==> src/rtl/pmdc_defs.svh <==
`ifndef PMDC_DEFS_SVH
`define PMDC_DEFS_SVH

// ----------------------------------------------------------------
// Address decode
// ----------------------------------------------------------------
`define PMDC_BOARD_BASE   8'h40
`define PMDC_BOARD_HI_MSB 23
`define PMDC_BOARD_HI_LSB 20
`define PMDC_BOARD_TAG    4'h4
`define PMDC_BANK_MSB     19
`define PMDC_BANK_LSB     18
`define PMDC_ROW_MSB      17
`define PMDC_ROW_LSB      9
`define PMDC_COL_MSB      8
`define PMDC_COL_LSB      0

// ----------------------------------------------------------------
// Timing, in clocks of the controller clock
// ----------------------------------------------------------------
`define PMDC_ACCESS_CLKS  3'd3
`define PMDC_PAGE_CLKS    3'd2
`define PMDC_READ_CYCLE   3'd5
`define PMDC_WRITE_CYCLE  3'd4
`define PMDC_MUX_DELAY    3'd1
`define PMDC_PRECHARGE    3'd2
`define PMDC_REFRESH_CLKS 3'd4

`endif

==> src/rtl/pmdc_pkg.sv <==
package pmdc_pkg;

    // Processor bus request as seen by the controller
    typedef struct packed {
        logic        strobe_n;
        logic        read;
        logic [23:0] addr;
    } pmdc_req_t;

    // Strobes to the DRAM array, one pair per bank
    typedef struct packed {
        logic [3:0] ras_n;
        logic [3:0] cas_n;
        logic [8:0] ma;
        logic       we_n;
    } pmdc_dram_t;

    typedef enum logic [2:0] {
        PMDC_IDLE,
        PMDC_ROW,
        PMDC_COL,
        PMDC_PAGE,
        PMDC_PRECH,
        PMDC_REF_CAS,
        PMDC_REF_RAS
    } pmdc_state_t;

endpackage

==> src/rtl/pmdc_ctrl.sv <==
`timescale 1ns/100ps
`default_nettype none
`include "pmdc_defs.svh"

// Operation
// - Four banks, 256K x 32, own strobes
// - Refresh is CAS-before-RAS, no address counter
// - Refresh starts from idle after a rising host refresh acknowledge
// - Single read and write data in 3 clocks
// - Cycle spacing 6 read, 5 write, 2 page
// - Page burst: first 3 clocks, then 2
// - Banks map 400000-4FFFFF in 256K steps
// - Open a row only inside board select range
// - A18 and A19 choose the strobe pair
// - Strobe low keeps row, cycles column on reads
// - Strobe high releases row and column
// - Column mux switches fixed delay after row
// - Clocked from delayed processor output clock
module pmdc_ctrl
    import pmdc_pkg::*;
(
    input  wire logic        SYS_CLK,
    input  wire logic        RESET,
    input  wire logic        PROCESSOR_STROBE_N,
    input  wire logic        CPU_READ,
    input  wire logic [23:0] CPU_ADDR,
    input  wire logic        HOST_REFRESH_ACK,
    output logic             CPU_READY_N,
    output logic [3:0]       DRAM_RAS_N,
    output logic [3:0]       DRAM_CAS_N,
    output logic [8:0]       DRAM_ADDR,
    output logic             DRAM_WE_N,
    output logic             REFRESH_BUSY
);

    pmdc_req_t   req;
    pmdc_dram_t  dram_q;
    pmdc_state_t state_q;
    logic [2:0]  cnt_q;
    logic [1:0]  bank_q;
    logic [8:0]  col_q;
    logic        write_q;
    logic        ref_pend_q;
    logic        ref_ack_q;
    logic        ready_q;
    logic        board_sel;
    logic        use_column;
    logic        row_active;
    logic        new_col;
    logic [23:0] last_addr_q;

    assign req.strobe_n = PROCESSOR_STROBE_N;
    assign req.read     = CPU_READ;
    assign req.addr     = CPU_ADDR;

    // ------------------------------------------------------------
    // Decode
    // ------------------------------------------------------------
    // SYS_CLK is the delayed copy of cpu_output_clock
    assign board_sel = (req.addr[`PMDC_BOARD_HI_MSB:`PMDC_BOARD_HI_LSB]
                        == `PMDC_BOARD_TAG);
    // A new page-mode column: strobe held, read, address moved
    assign new_col = !req.strobe_n && req.read
                     && (req.addr != last_addr_q);
    assign row_active = (dram_q.ras_n != 4'hF);

    pmdc_mux_delay u_mux (
        .SYS_CLK    (SYS_CLK),
        .RESET      (RESET),
        .ROW_ACTIVE (row_active && (state_q == PMDC_ROW)),
        .USE_COLUMN (use_column)
    );

    // ------------------------------------------------------------
    // Refresh request capture
    // ------------------------------------------------------------
    always_ff @(posedge SYS_CLK) begin
        if (RESET) begin
            ref_ack_q  <= 1'b0;
            ref_pend_q <= 1'b0;
        end else begin
            ref_ack_q <= HOST_REFRESH_ACK;
            // Set wins over the clear on service start
            if (HOST_REFRESH_ACK && !ref_ack_q) begin
                ref_pend_q <= 1'b1;
            end else if (state_q == PMDC_REF_CAS && cnt_q == 3'h0) begin
                ref_pend_q <= 1'b0;
            end
        end
    end

    // ------------------------------------------------------------
    // Timing state machine
    // ------------------------------------------------------------
    always_ff @(posedge SYS_CLK) begin
        if (RESET) begin
            state_q     <= PMDC_IDLE;
            cnt_q       <= 3'h0;
            bank_q      <= 2'h0;
            col_q       <= 9'h000;
            write_q     <= 1'b0;
            ready_q     <= 1'b0;
            last_addr_q <= 24'h000000;
            dram_q      <= '{ras_n: 4'hF, cas_n: 4'hF,
                             ma: 9'h000, we_n: 1'b1};
        end else begin
            ready_q <= 1'b0;
            case (state_q)
                PMDC_IDLE: begin
                    cnt_q <= 3'h0;
                    if (ref_pend_q) begin
                        // CAS before RAS on all banks
                        dram_q.cas_n <= 4'h0;
                        state_q      <= PMDC_REF_CAS;
                    end else if (!req.strobe_n && board_sel) begin
                        bank_q  <= req.addr[`PMDC_BANK_MSB:`PMDC_BANK_LSB];
                        col_q   <= req.addr[`PMDC_COL_MSB:`PMDC_COL_LSB];
                        write_q <= !req.read;
                        last_addr_q <= req.addr;
                        dram_q.ma   <= req.addr[`PMDC_ROW_MSB:`PMDC_ROW_LSB];
                        // One strobe pair per bank
                        dram_q.ras_n <= ~(4'h1 <<
                            req.addr[`PMDC_BANK_MSB:`PMDC_BANK_LSB]);
                        dram_q.we_n  <= req.read;
                        state_q      <= PMDC_ROW;
                    end
                end
                PMDC_ROW: begin
                    if (use_column) begin
                        dram_q.ma    <= col_q;
                        dram_q.cas_n <= ~(4'h1 << bank_q);
                        ready_q      <= 1'b1;
                        state_q      <= PMDC_COL;
                    end
                end
                PMDC_COL: begin
                    if (req.strobe_n) begin
                        // Release the row for precharge
                        dram_q.ras_n <= 4'hF;
                        dram_q.cas_n <= 4'hF;
                        dram_q.we_n  <= 1'b1;
                        cnt_q   <= write_q ? `PMDC_PRECHARGE - 3'd1
                                           : `PMDC_PRECHARGE;
                        state_q <= PMDC_PRECH;
                    end else if (new_col && !write_q) begin
                        // Page hit: lift CAS, present new column
                        dram_q.cas_n <= 4'hF;
                        dram_q.ma    <= req.addr[`PMDC_COL_MSB:`PMDC_COL_LSB];
                        last_addr_q  <= req.addr;
                        state_q      <= PMDC_PAGE;
                    end
                end
                PMDC_PAGE: begin
                    // Second clock of a 2-clock page access
                    dram_q.cas_n <= ~(4'h1 << bank_q);
                    ready_q      <= 1'b1;
                    state_q      <= PMDC_COL;
                end
                PMDC_PRECH: begin
                    if (cnt_q <= 3'h1) begin
                        state_q <= PMDC_IDLE;
                    end else begin
                        cnt_q <= cnt_q - 3'h1;
                    end
                end
                PMDC_REF_CAS: begin
                    dram_q.ras_n <= 4'h0;
                    cnt_q        <= `PMDC_REFRESH_CLKS;
                    state_q      <= PMDC_REF_RAS;
                end
                PMDC_REF_RAS: begin
                    if (cnt_q == 3'h1) begin
                        dram_q.ras_n <= 4'hF;
                        dram_q.cas_n <= 4'hF;
                        cnt_q        <= `PMDC_PRECHARGE;
                        state_q      <= PMDC_PRECH;
                    end else begin
                        cnt_q <= cnt_q - 3'h1;
                    end
                end
                default: begin
                    state_q <= PMDC_IDLE;
                end
            endcase
        end
    end

    // ------------------------------------------------------------
    // Outputs
    // ------------------------------------------------------------
    assign DRAM_RAS_N   = dram_q.ras_n;
    assign DRAM_CAS_N   = dram_q.cas_n;
    assign DRAM_ADDR    = dram_q.ma;
    assign DRAM_WE_N    = dram_q.we_n;
    assign CPU_READY_N  = !ready_q;
    assign REFRESH_BUSY = (state_q == PMDC_REF_CAS)
                          || (state_q == PMDC_REF_RAS);

endmodule
`default_nettype wire

==> src/rtl/pmdc_mux_delay.sv <==
`timescale 1ns/100ps
`default_nettype none
`include "pmdc_defs.svh"

// Fixed delay after the row strobe that flips the address mux
module pmdc_mux_delay
    import pmdc_pkg::*;
(
    input  wire logic SYS_CLK,
    input  wire logic RESET,
    input  wire logic ROW_ACTIVE,
    output logic      USE_COLUMN
);

    logic [2:0] cnt_q;

    // ------------------------------------------------------------
    // Delay counter
    // ------------------------------------------------------------
    always_ff @(posedge SYS_CLK) begin
        if (RESET || !ROW_ACTIVE) begin
            cnt_q <= 3'h0;
        end else if (cnt_q != `PMDC_MUX_DELAY) begin
            cnt_q <= cnt_q + 3'h1;
        end
    end

    // Column once the delay has run out
    assign USE_COLUMN = ROW_ACTIVE && (cnt_q == `PMDC_MUX_DELAY);

endmodule
`default_nettype wire

==> config.mk <==
export PLATFORM = sky130hd
export DESIGN_NAME = pmdc_ctrl
export DESIGN_NICKNAME = d
export VERILOG_FILES = /design/src/rtl/pmdc_pkg.sv /design/src/rtl/pmdc_ctrl.sv /design/src/rtl/pmdc_mux_delay.sv
export VERILOG_INCLUDE_DIRS = /design/src /design/src/rtl
export SDC_FILE = /design/constraint.sdc
export NUM_CORES = 1
export LEC_CHECK = 0
export BUFFER_PORTS_ARGS = -buffer_cell sky130_fd_sc_hd__clkbuf_2
export CORE_ASPECT_RATIO = 0.75
export CORE_MARGIN = 8
export CORE_UTILIZATION = 33
export DETAILED_ROUTE_END_ITERATION = 10
export PLACE_DENSITY_LB_ADDON = 0.08
export SETUP_SLACK_MARGIN = 0.2
export SLEW_MARGIN = 20
export SYNTH_ARGS = -nofsm -noshare
export SYNTH_HDL_FRONTEND = slang
export SYNTH_SLANG_ARGS = --single-unit
==> constraint.sdc <==
create_clock -name SYS_CLK -period 2.7 [get_ports SYS_CLK]
set_clock_uncertainty 0.15 [all_clocks]
set_input_delay 0.135 -clock SYS_CLK [delete_from_list [all_inputs] [get_ports SYS_CLK]]
set_output_delay 0.135 -clock SYS_CLK [all_outputs]
set_load 0.005 [all_outputs]
==> results_dict.tcl, run 1 <==
set metrics [dict create \
    initial_core_util_pct 33.4 \
    path_class "input pin to flop" \
    synthArstFlopShare_pct 0 \
    powerDensity_nw_per_um2 819 \
    row_count 32 \
    min_path_type "input pin to flop" \
    ant_nets 0 \
    final_util_pct 42.5 \
    syn_nets 410 \
    total_power_mw 3.52 \
    die_y_um 104 \
    startpoint_type "input pin" \
    worstMarginPinSlew_ns 0.861 \
    grt_pass1_vias 2916 \
    die-area_sq_um 13800 \
    portBuffers 48 \
    r2r_slack_ns 0.42 \
    synthCells 376 \
    whs_ns 0.0308 \
    core_sq_um 10100 \
    drive_gt1_share_pct 19.9 \
    slew-limit-headroom_pct 42.2 \
    grt_use_total_pct 13.3 \
    synth_seq_area_share_pct 39.1 \
    hpwl_um 6430 \
    cts_tree "done" \
    ys_seq_elements 66 \
    finalHoldViolCount 0 \
    mostFrequentLayoutCell "nor2_1" \
    wirelength_um 8970 \
    grt_pass1_wl_um 15000 \
    synth_cell_types 53 \
    layout_common_cells "nor2_1, dfxtp_1, mux2i_1" \
    die_w_um 133 \
    cts.sinks 66 \
    leakage_nw 2.01 \
    cp.required_ns 2.82 \
    wl_per_cell_um 15.2 \
    crit_arrival_ns 2.54 \
    grt-ovfl-total 0 \
    dominantRegCellSynth "dfxtp_1" \
    dr.first_iter.drc_count 185 \
    drv_slew 0 \
    clockBufferDepth 2 \
    ir_drop_mv 0.348 \
    cts-root-buf "clkbuf_16" \
    fmax_ghz 0.413 \
    insertion_delay_ns 0.33 \
    fin_nets 484 \
    antenna_found_initial 0 \
    vias 2867 \
    htree_levels 3 \
    tns_ns 0 \
    avgSynthCellArea_sq_um 9.00 \
    crit_fanout 8 \
    ios 49 \
    clk_pin_slew_worst_paths_ns 0.05 \
    worst_setup_path_end_kind "flop" \
    gp_congestion 0.809 \
    routed_via_density 4.87 \
    setup-violations-final 0 \
    ys_warn_count 0 \
    dp_slack_ns 0.472 \
    post_cts_buffers 0 \
    min_period_ns 2.42 \
    grt_start_max_net_pins 28 \
    status "completed" \
    post-route-period-util_pct 89.6 \
    antenna_cells 0 \
    drc 0 \
    drv_cap 0 \
    synth_edf_count 0 \
    setup_ws_ns 0.280 \
    numCtsBuffers 9 \
    first_pass_iters 4 \
    mappedNetlistArea_sq_um 3380 \
    area_growth_pct 27.3 \
    rsz0062_at_grt "false" \
]
## through the flow
stage	instance area [sq um]	instances
6_report	4310	589
5_1_grt	4310	589
4_1_cts	4290	589
3_5_place_dp	3790	553
3_3_place_gp	3790	553
2_1_floorplan	3380	376
## cells in the mapped netlist (3+ instances only)
cell type	n	share of area (%)
a211o_1	3	0.78
a211oi_1	3	0.67
a21oi_1	15	2.2
a22oi_1	9	2.0
a31oi_1	3	0.55
buf_2	3	0.44
clkbuf_1	15	1.7
dfxtp_1	66	39
ha_1	5	1.8
inv_1	9	1.0
mux2i_1	49	14
nand2_1	14	1.6
nand2b_1	6	1.1
nand3_1	6	0.89
nand4_1	3	0.55
nor2_1	71	7.9
nor2b_1	5	0.92
nor3_1	10	1.5
nor4_2	3	1.1
o21ai_0	7	1.0
o2bb2ai_1	9	2.3
xor2_1	24	6.2
## final cells by class
class | instances | area (sq um)
clock buffer | 12 | 267
tap | 136 | 170
sequential | 66 | 1320
inverter | 11 | 41.3
clock inverter | 2 | 12.5
fill | 1010 | 5820
multi-input combinational | 278 | 1920
timing repair buffer | 84 | 573
## critical path: stages
cell	delay (ns)
dlygate4sd3_1	0.53
clkbuf_2	0.13
nor3_1	0.52
nand4_1	0.24
a21boi_0	0.17
o31a_1	0.39
a221oi_1	0.28
a211o_1	0.14
## cell families after synthesis
kind of cell,count (synthesis),synth area share (%)
and+or+nand+nor,133,19.6
AOI/OAI and AO/OA,66,14.2
DFF,66,39.1
muxes,49,14.5
buffers and inverters,32,4.33
xor gates and xnor gates,25,6.47
adders and majority gates,5,1.85
## state kept, by name (all words and copies together), names as in the netlist
register	count
DRAM_ADDR	9
DRAM_CAS_N	4
DRAM_RAS_N	4
DRAM_WE_N	1
bank_q	2
cnt_q	3
col_q	9
last_addr_q	24
ready_q	1
ref_ack_q	1
ref_pend_q	1
state_q	3
u_mux.cnt_q	3
write_q	1
## final timing paths
path / end / depth (start not counted) / from
hold / removal: last_addr_q[23]$_SDFFE_PP0P_ / 3 / CPU_ADDR[23]
setup reg to reg: DRAM_ADDR[4]$_SDFFE_PP0P_ / 5 / state_q[1]$_SDFFE_PP0P_
setup / recovery: DRAM_RAS_N[2]$_SDFFE_PP1P_ / 8 / CPU_ADDR[21]
hold reg to reg: cnt_q[1]$_SDFFE_PP0P_ / 2 / cnt_q[1]$_SDFFE_PP0P_
## power breakdown
part	switching, mW	internal (mW)
clock	0.402	0.684
combinational	0.690	0.534
sequential	0.118	1.10
## routing by layer
| layer | track usage [%] | vias up | part of all wire, % |
|---|---|---|---|
| li1 | - | 1470 | - |
| met1 | 18.7 | 1338 | 53 |
| met2 | 19.5 | 51 | 43 |
| met3 | 3.57 | 8 | 3.2 |
| met4 | 3.64 | 0 | 1.0 |
| met5 | 0 | - | 0 |
## timing repair
action,CTS,global route
hold endpoints to repair,32,0
hold buffers,22,0
resized for setup,0,3
endpoints found under the setup margin,0,18
Note: power is estimated with default switching activity, not from simulation.
==> inputs of run 2 (changes only) <==
==> constraint.sdc (replaced) <==
create_clock -name SYS_CLK -period 2.8 [get_ports SYS_CLK]
set_clock_uncertainty 0.15 [all_clocks]
set_input_delay 0.14 -clock SYS_CLK [delete_from_list [all_inputs] [get_ports SYS_CLK]]
set_output_delay 0.14 -clock SYS_CLK [all_outputs]
set_load 0.005 [all_outputs]
==> run 2 against run 1 <==
  * Non-clock buffer count unchanged
  * Routed wire length decreased by 0.80%
  * Sequential power down 3%
  * Die area unchanged
  * Worst setup slack better by 0.14 ns
  * Cell area rose by 0.64%
  * Critical path depth is the same
  * Register-to-register slack gained 0.04 ns
  * Worst hold slack worse by 0.016 ns
  * Core utilization grew 0.27 points
  * Power shrank 0.87%
  * Clock-buffer cell count grew 1
==> results_dict.tcl, run 2 (synthesis gave the netlist of run 1 again) <==
set metrics [dict create \
    powerDensity_nw_per_um2 806 \
    drc 0 \
    post-route-period-util_pct 85.2 \
    initial_core_util_pct 33.4 \
    dr.first_iter.drc_count 158 \
    hpwl_um 6370 \
    crit_arrival_ns 2.51 \
    grt_pass1_wl_um 14700 \
    status "completed" \
    layout_common_cells "nor2_1, dfxtp_1, mux2i_1" \
    fmax_ghz 0.419 \
    drv_cap 0 \
    first_pass_iters 4 \
    routed_via_density 4.91 \
    cts-root-buf "clkbuf_16" \
    insertion_delay_ns 0.33 \
    antenna_cells 0 \
    drv_slew 0 \
    die_w_um 133 \
    drive_gt1_share_pct 19.4 \
    slew-limit-headroom_pct 42.9 \
    area_growth_pct 28.1 \
    wl_per_cell_um 15.1 \
    leakage_nw 2.03 \
    gp_congestion 0.817 \
    rsz0062_at_grt "false" \
    min_path_type "input pin to flop" \
    row_count 32 \
    antenna_found_initial 0 \
    cts_tree "done" \
    grt_use_total_pct 13.1 \
    crit_fanout 8 \
    clockBufferDepth 2 \
    r2r_slack_ns 0.46 \
    vias 2895 \
    die_y_um 104 \
    wirelength_um 8900 \
    dpl_cell_area_sq_um 3800 \
    worst_setup_path_end_kind "flop" \
    finalHoldViolCount 0 \
    largest_register "last_addr_q" \
    ios 49 \
    htree_levels 3 \
    total_power_mw 3.49 \
    setup-violations-final 0 \
    fill_cells 998 \
    fin_area_sq_um 4330 \
    path_class "input pin to flop" \
    tns_ns 0 \
    clk_pin_slew_worst_paths_ns 0.05 \
    min_period_ns 2.38 \
    ant_nets 0 \
    core_sq_um 10100 \
    worstMarginPinSlew_ns 0.851 \
    fin_nets 484 \
    cp.required_ns 2.93 \
    portBuffers 48 \
    post_cts_buffers 0 \
    mostFrequentLayoutCell "nor2_1" \
    grt-ovfl-total 0 \
    grt_start_max_net_pins 38 \
    die-area_sq_um 13800 \
    cts.sinks 66 \
    grt_pass1_vias 2876 \
    numCtsBuffers 9 \
    startpoint_type "input pin" \
    largest_reg_flops 24 \
    ir_drop_mv 0.399 \
]
-- run 2: final timing paths --
kind,startpoint,to,cells past startpoint
hold reg to reg,cnt_q[1]$_SDFFE_PP0P_,cnt_q[1]$_SDFFE_PP0P_,2
hold / removal,CPU_ADDR[23],last_addr_q[23]$_SDFFE_PP0P_,3
setup reg to reg,state_q[1]$_SDFFE_PP0P_,last_addr_q[7]$_SDFFE_PP0P_,7
setup / recovery,CPU_ADDR[20],DRAM_RAS_N[2]$_SDFFE_PP1P_,8
-- run 2: layout make-up --
type | instances | area, sq um | share of cell area (%)
multi-input cells | 278 | 1920 | 44.2
flip-flops and latches | 66 | 1320 | 30.5
repair buffers | 84 | 581 | 13.4
clock buffers | 13 | 270 | 6.24
well taps | 136 | 170 | 3.93
inverters | 11 | 41.3 | 0.953
clock inverters | 2 | 35.0 | 0.808
-- run 2: critical path, stage by stage --
cell,delay (ns)
dlygate4sd3_1,0.53
clkbuf_2,0.12
nor3_1,0.51
nand4_1,0.23
a21boi_0,0.18
o31a_1,0.38
a221oi_1,0.29
a211o_1,0.14
-- run 2: per-stage QoR --
step | setup WS (ns) | util [%] | hold slack, ns | std cells
finish | 0.416 | 42.8 | 0.0149 | 590
global route | 0.221 | 42.8 | 0.0235 | 590
CTS | 0.415 | 42.8 | 0.0118 | 590
detailed placement | 0.474 | 37.5 | 0.241 | 552
global placement | 0.529 | 37.5 | 0.219 | 552
floorplan | 0.747 | - | 0.118 | 376
-- run 2: power by group --
part           internal [mW]  total (mW)  switching (mW)
clock network          0.755        1.14           0.389
logic                  0.515        1.17           0.651
registers               1.06        1.18           0.126
total                   2.33        3.49            1.17
-- run 2: layer usage --
metal,track usage (%),routed length (um)
met3,4.10,341
met2,19.0,3800
met5,0,0
met1,18.1,4670
met4,4.12,85
-- run 2: what timing repair did --
action | in CTS | in global routing
hold endpoints to repair | 34 | 0
hold buffers | 23 | 0
resized for setup | 0 | 0
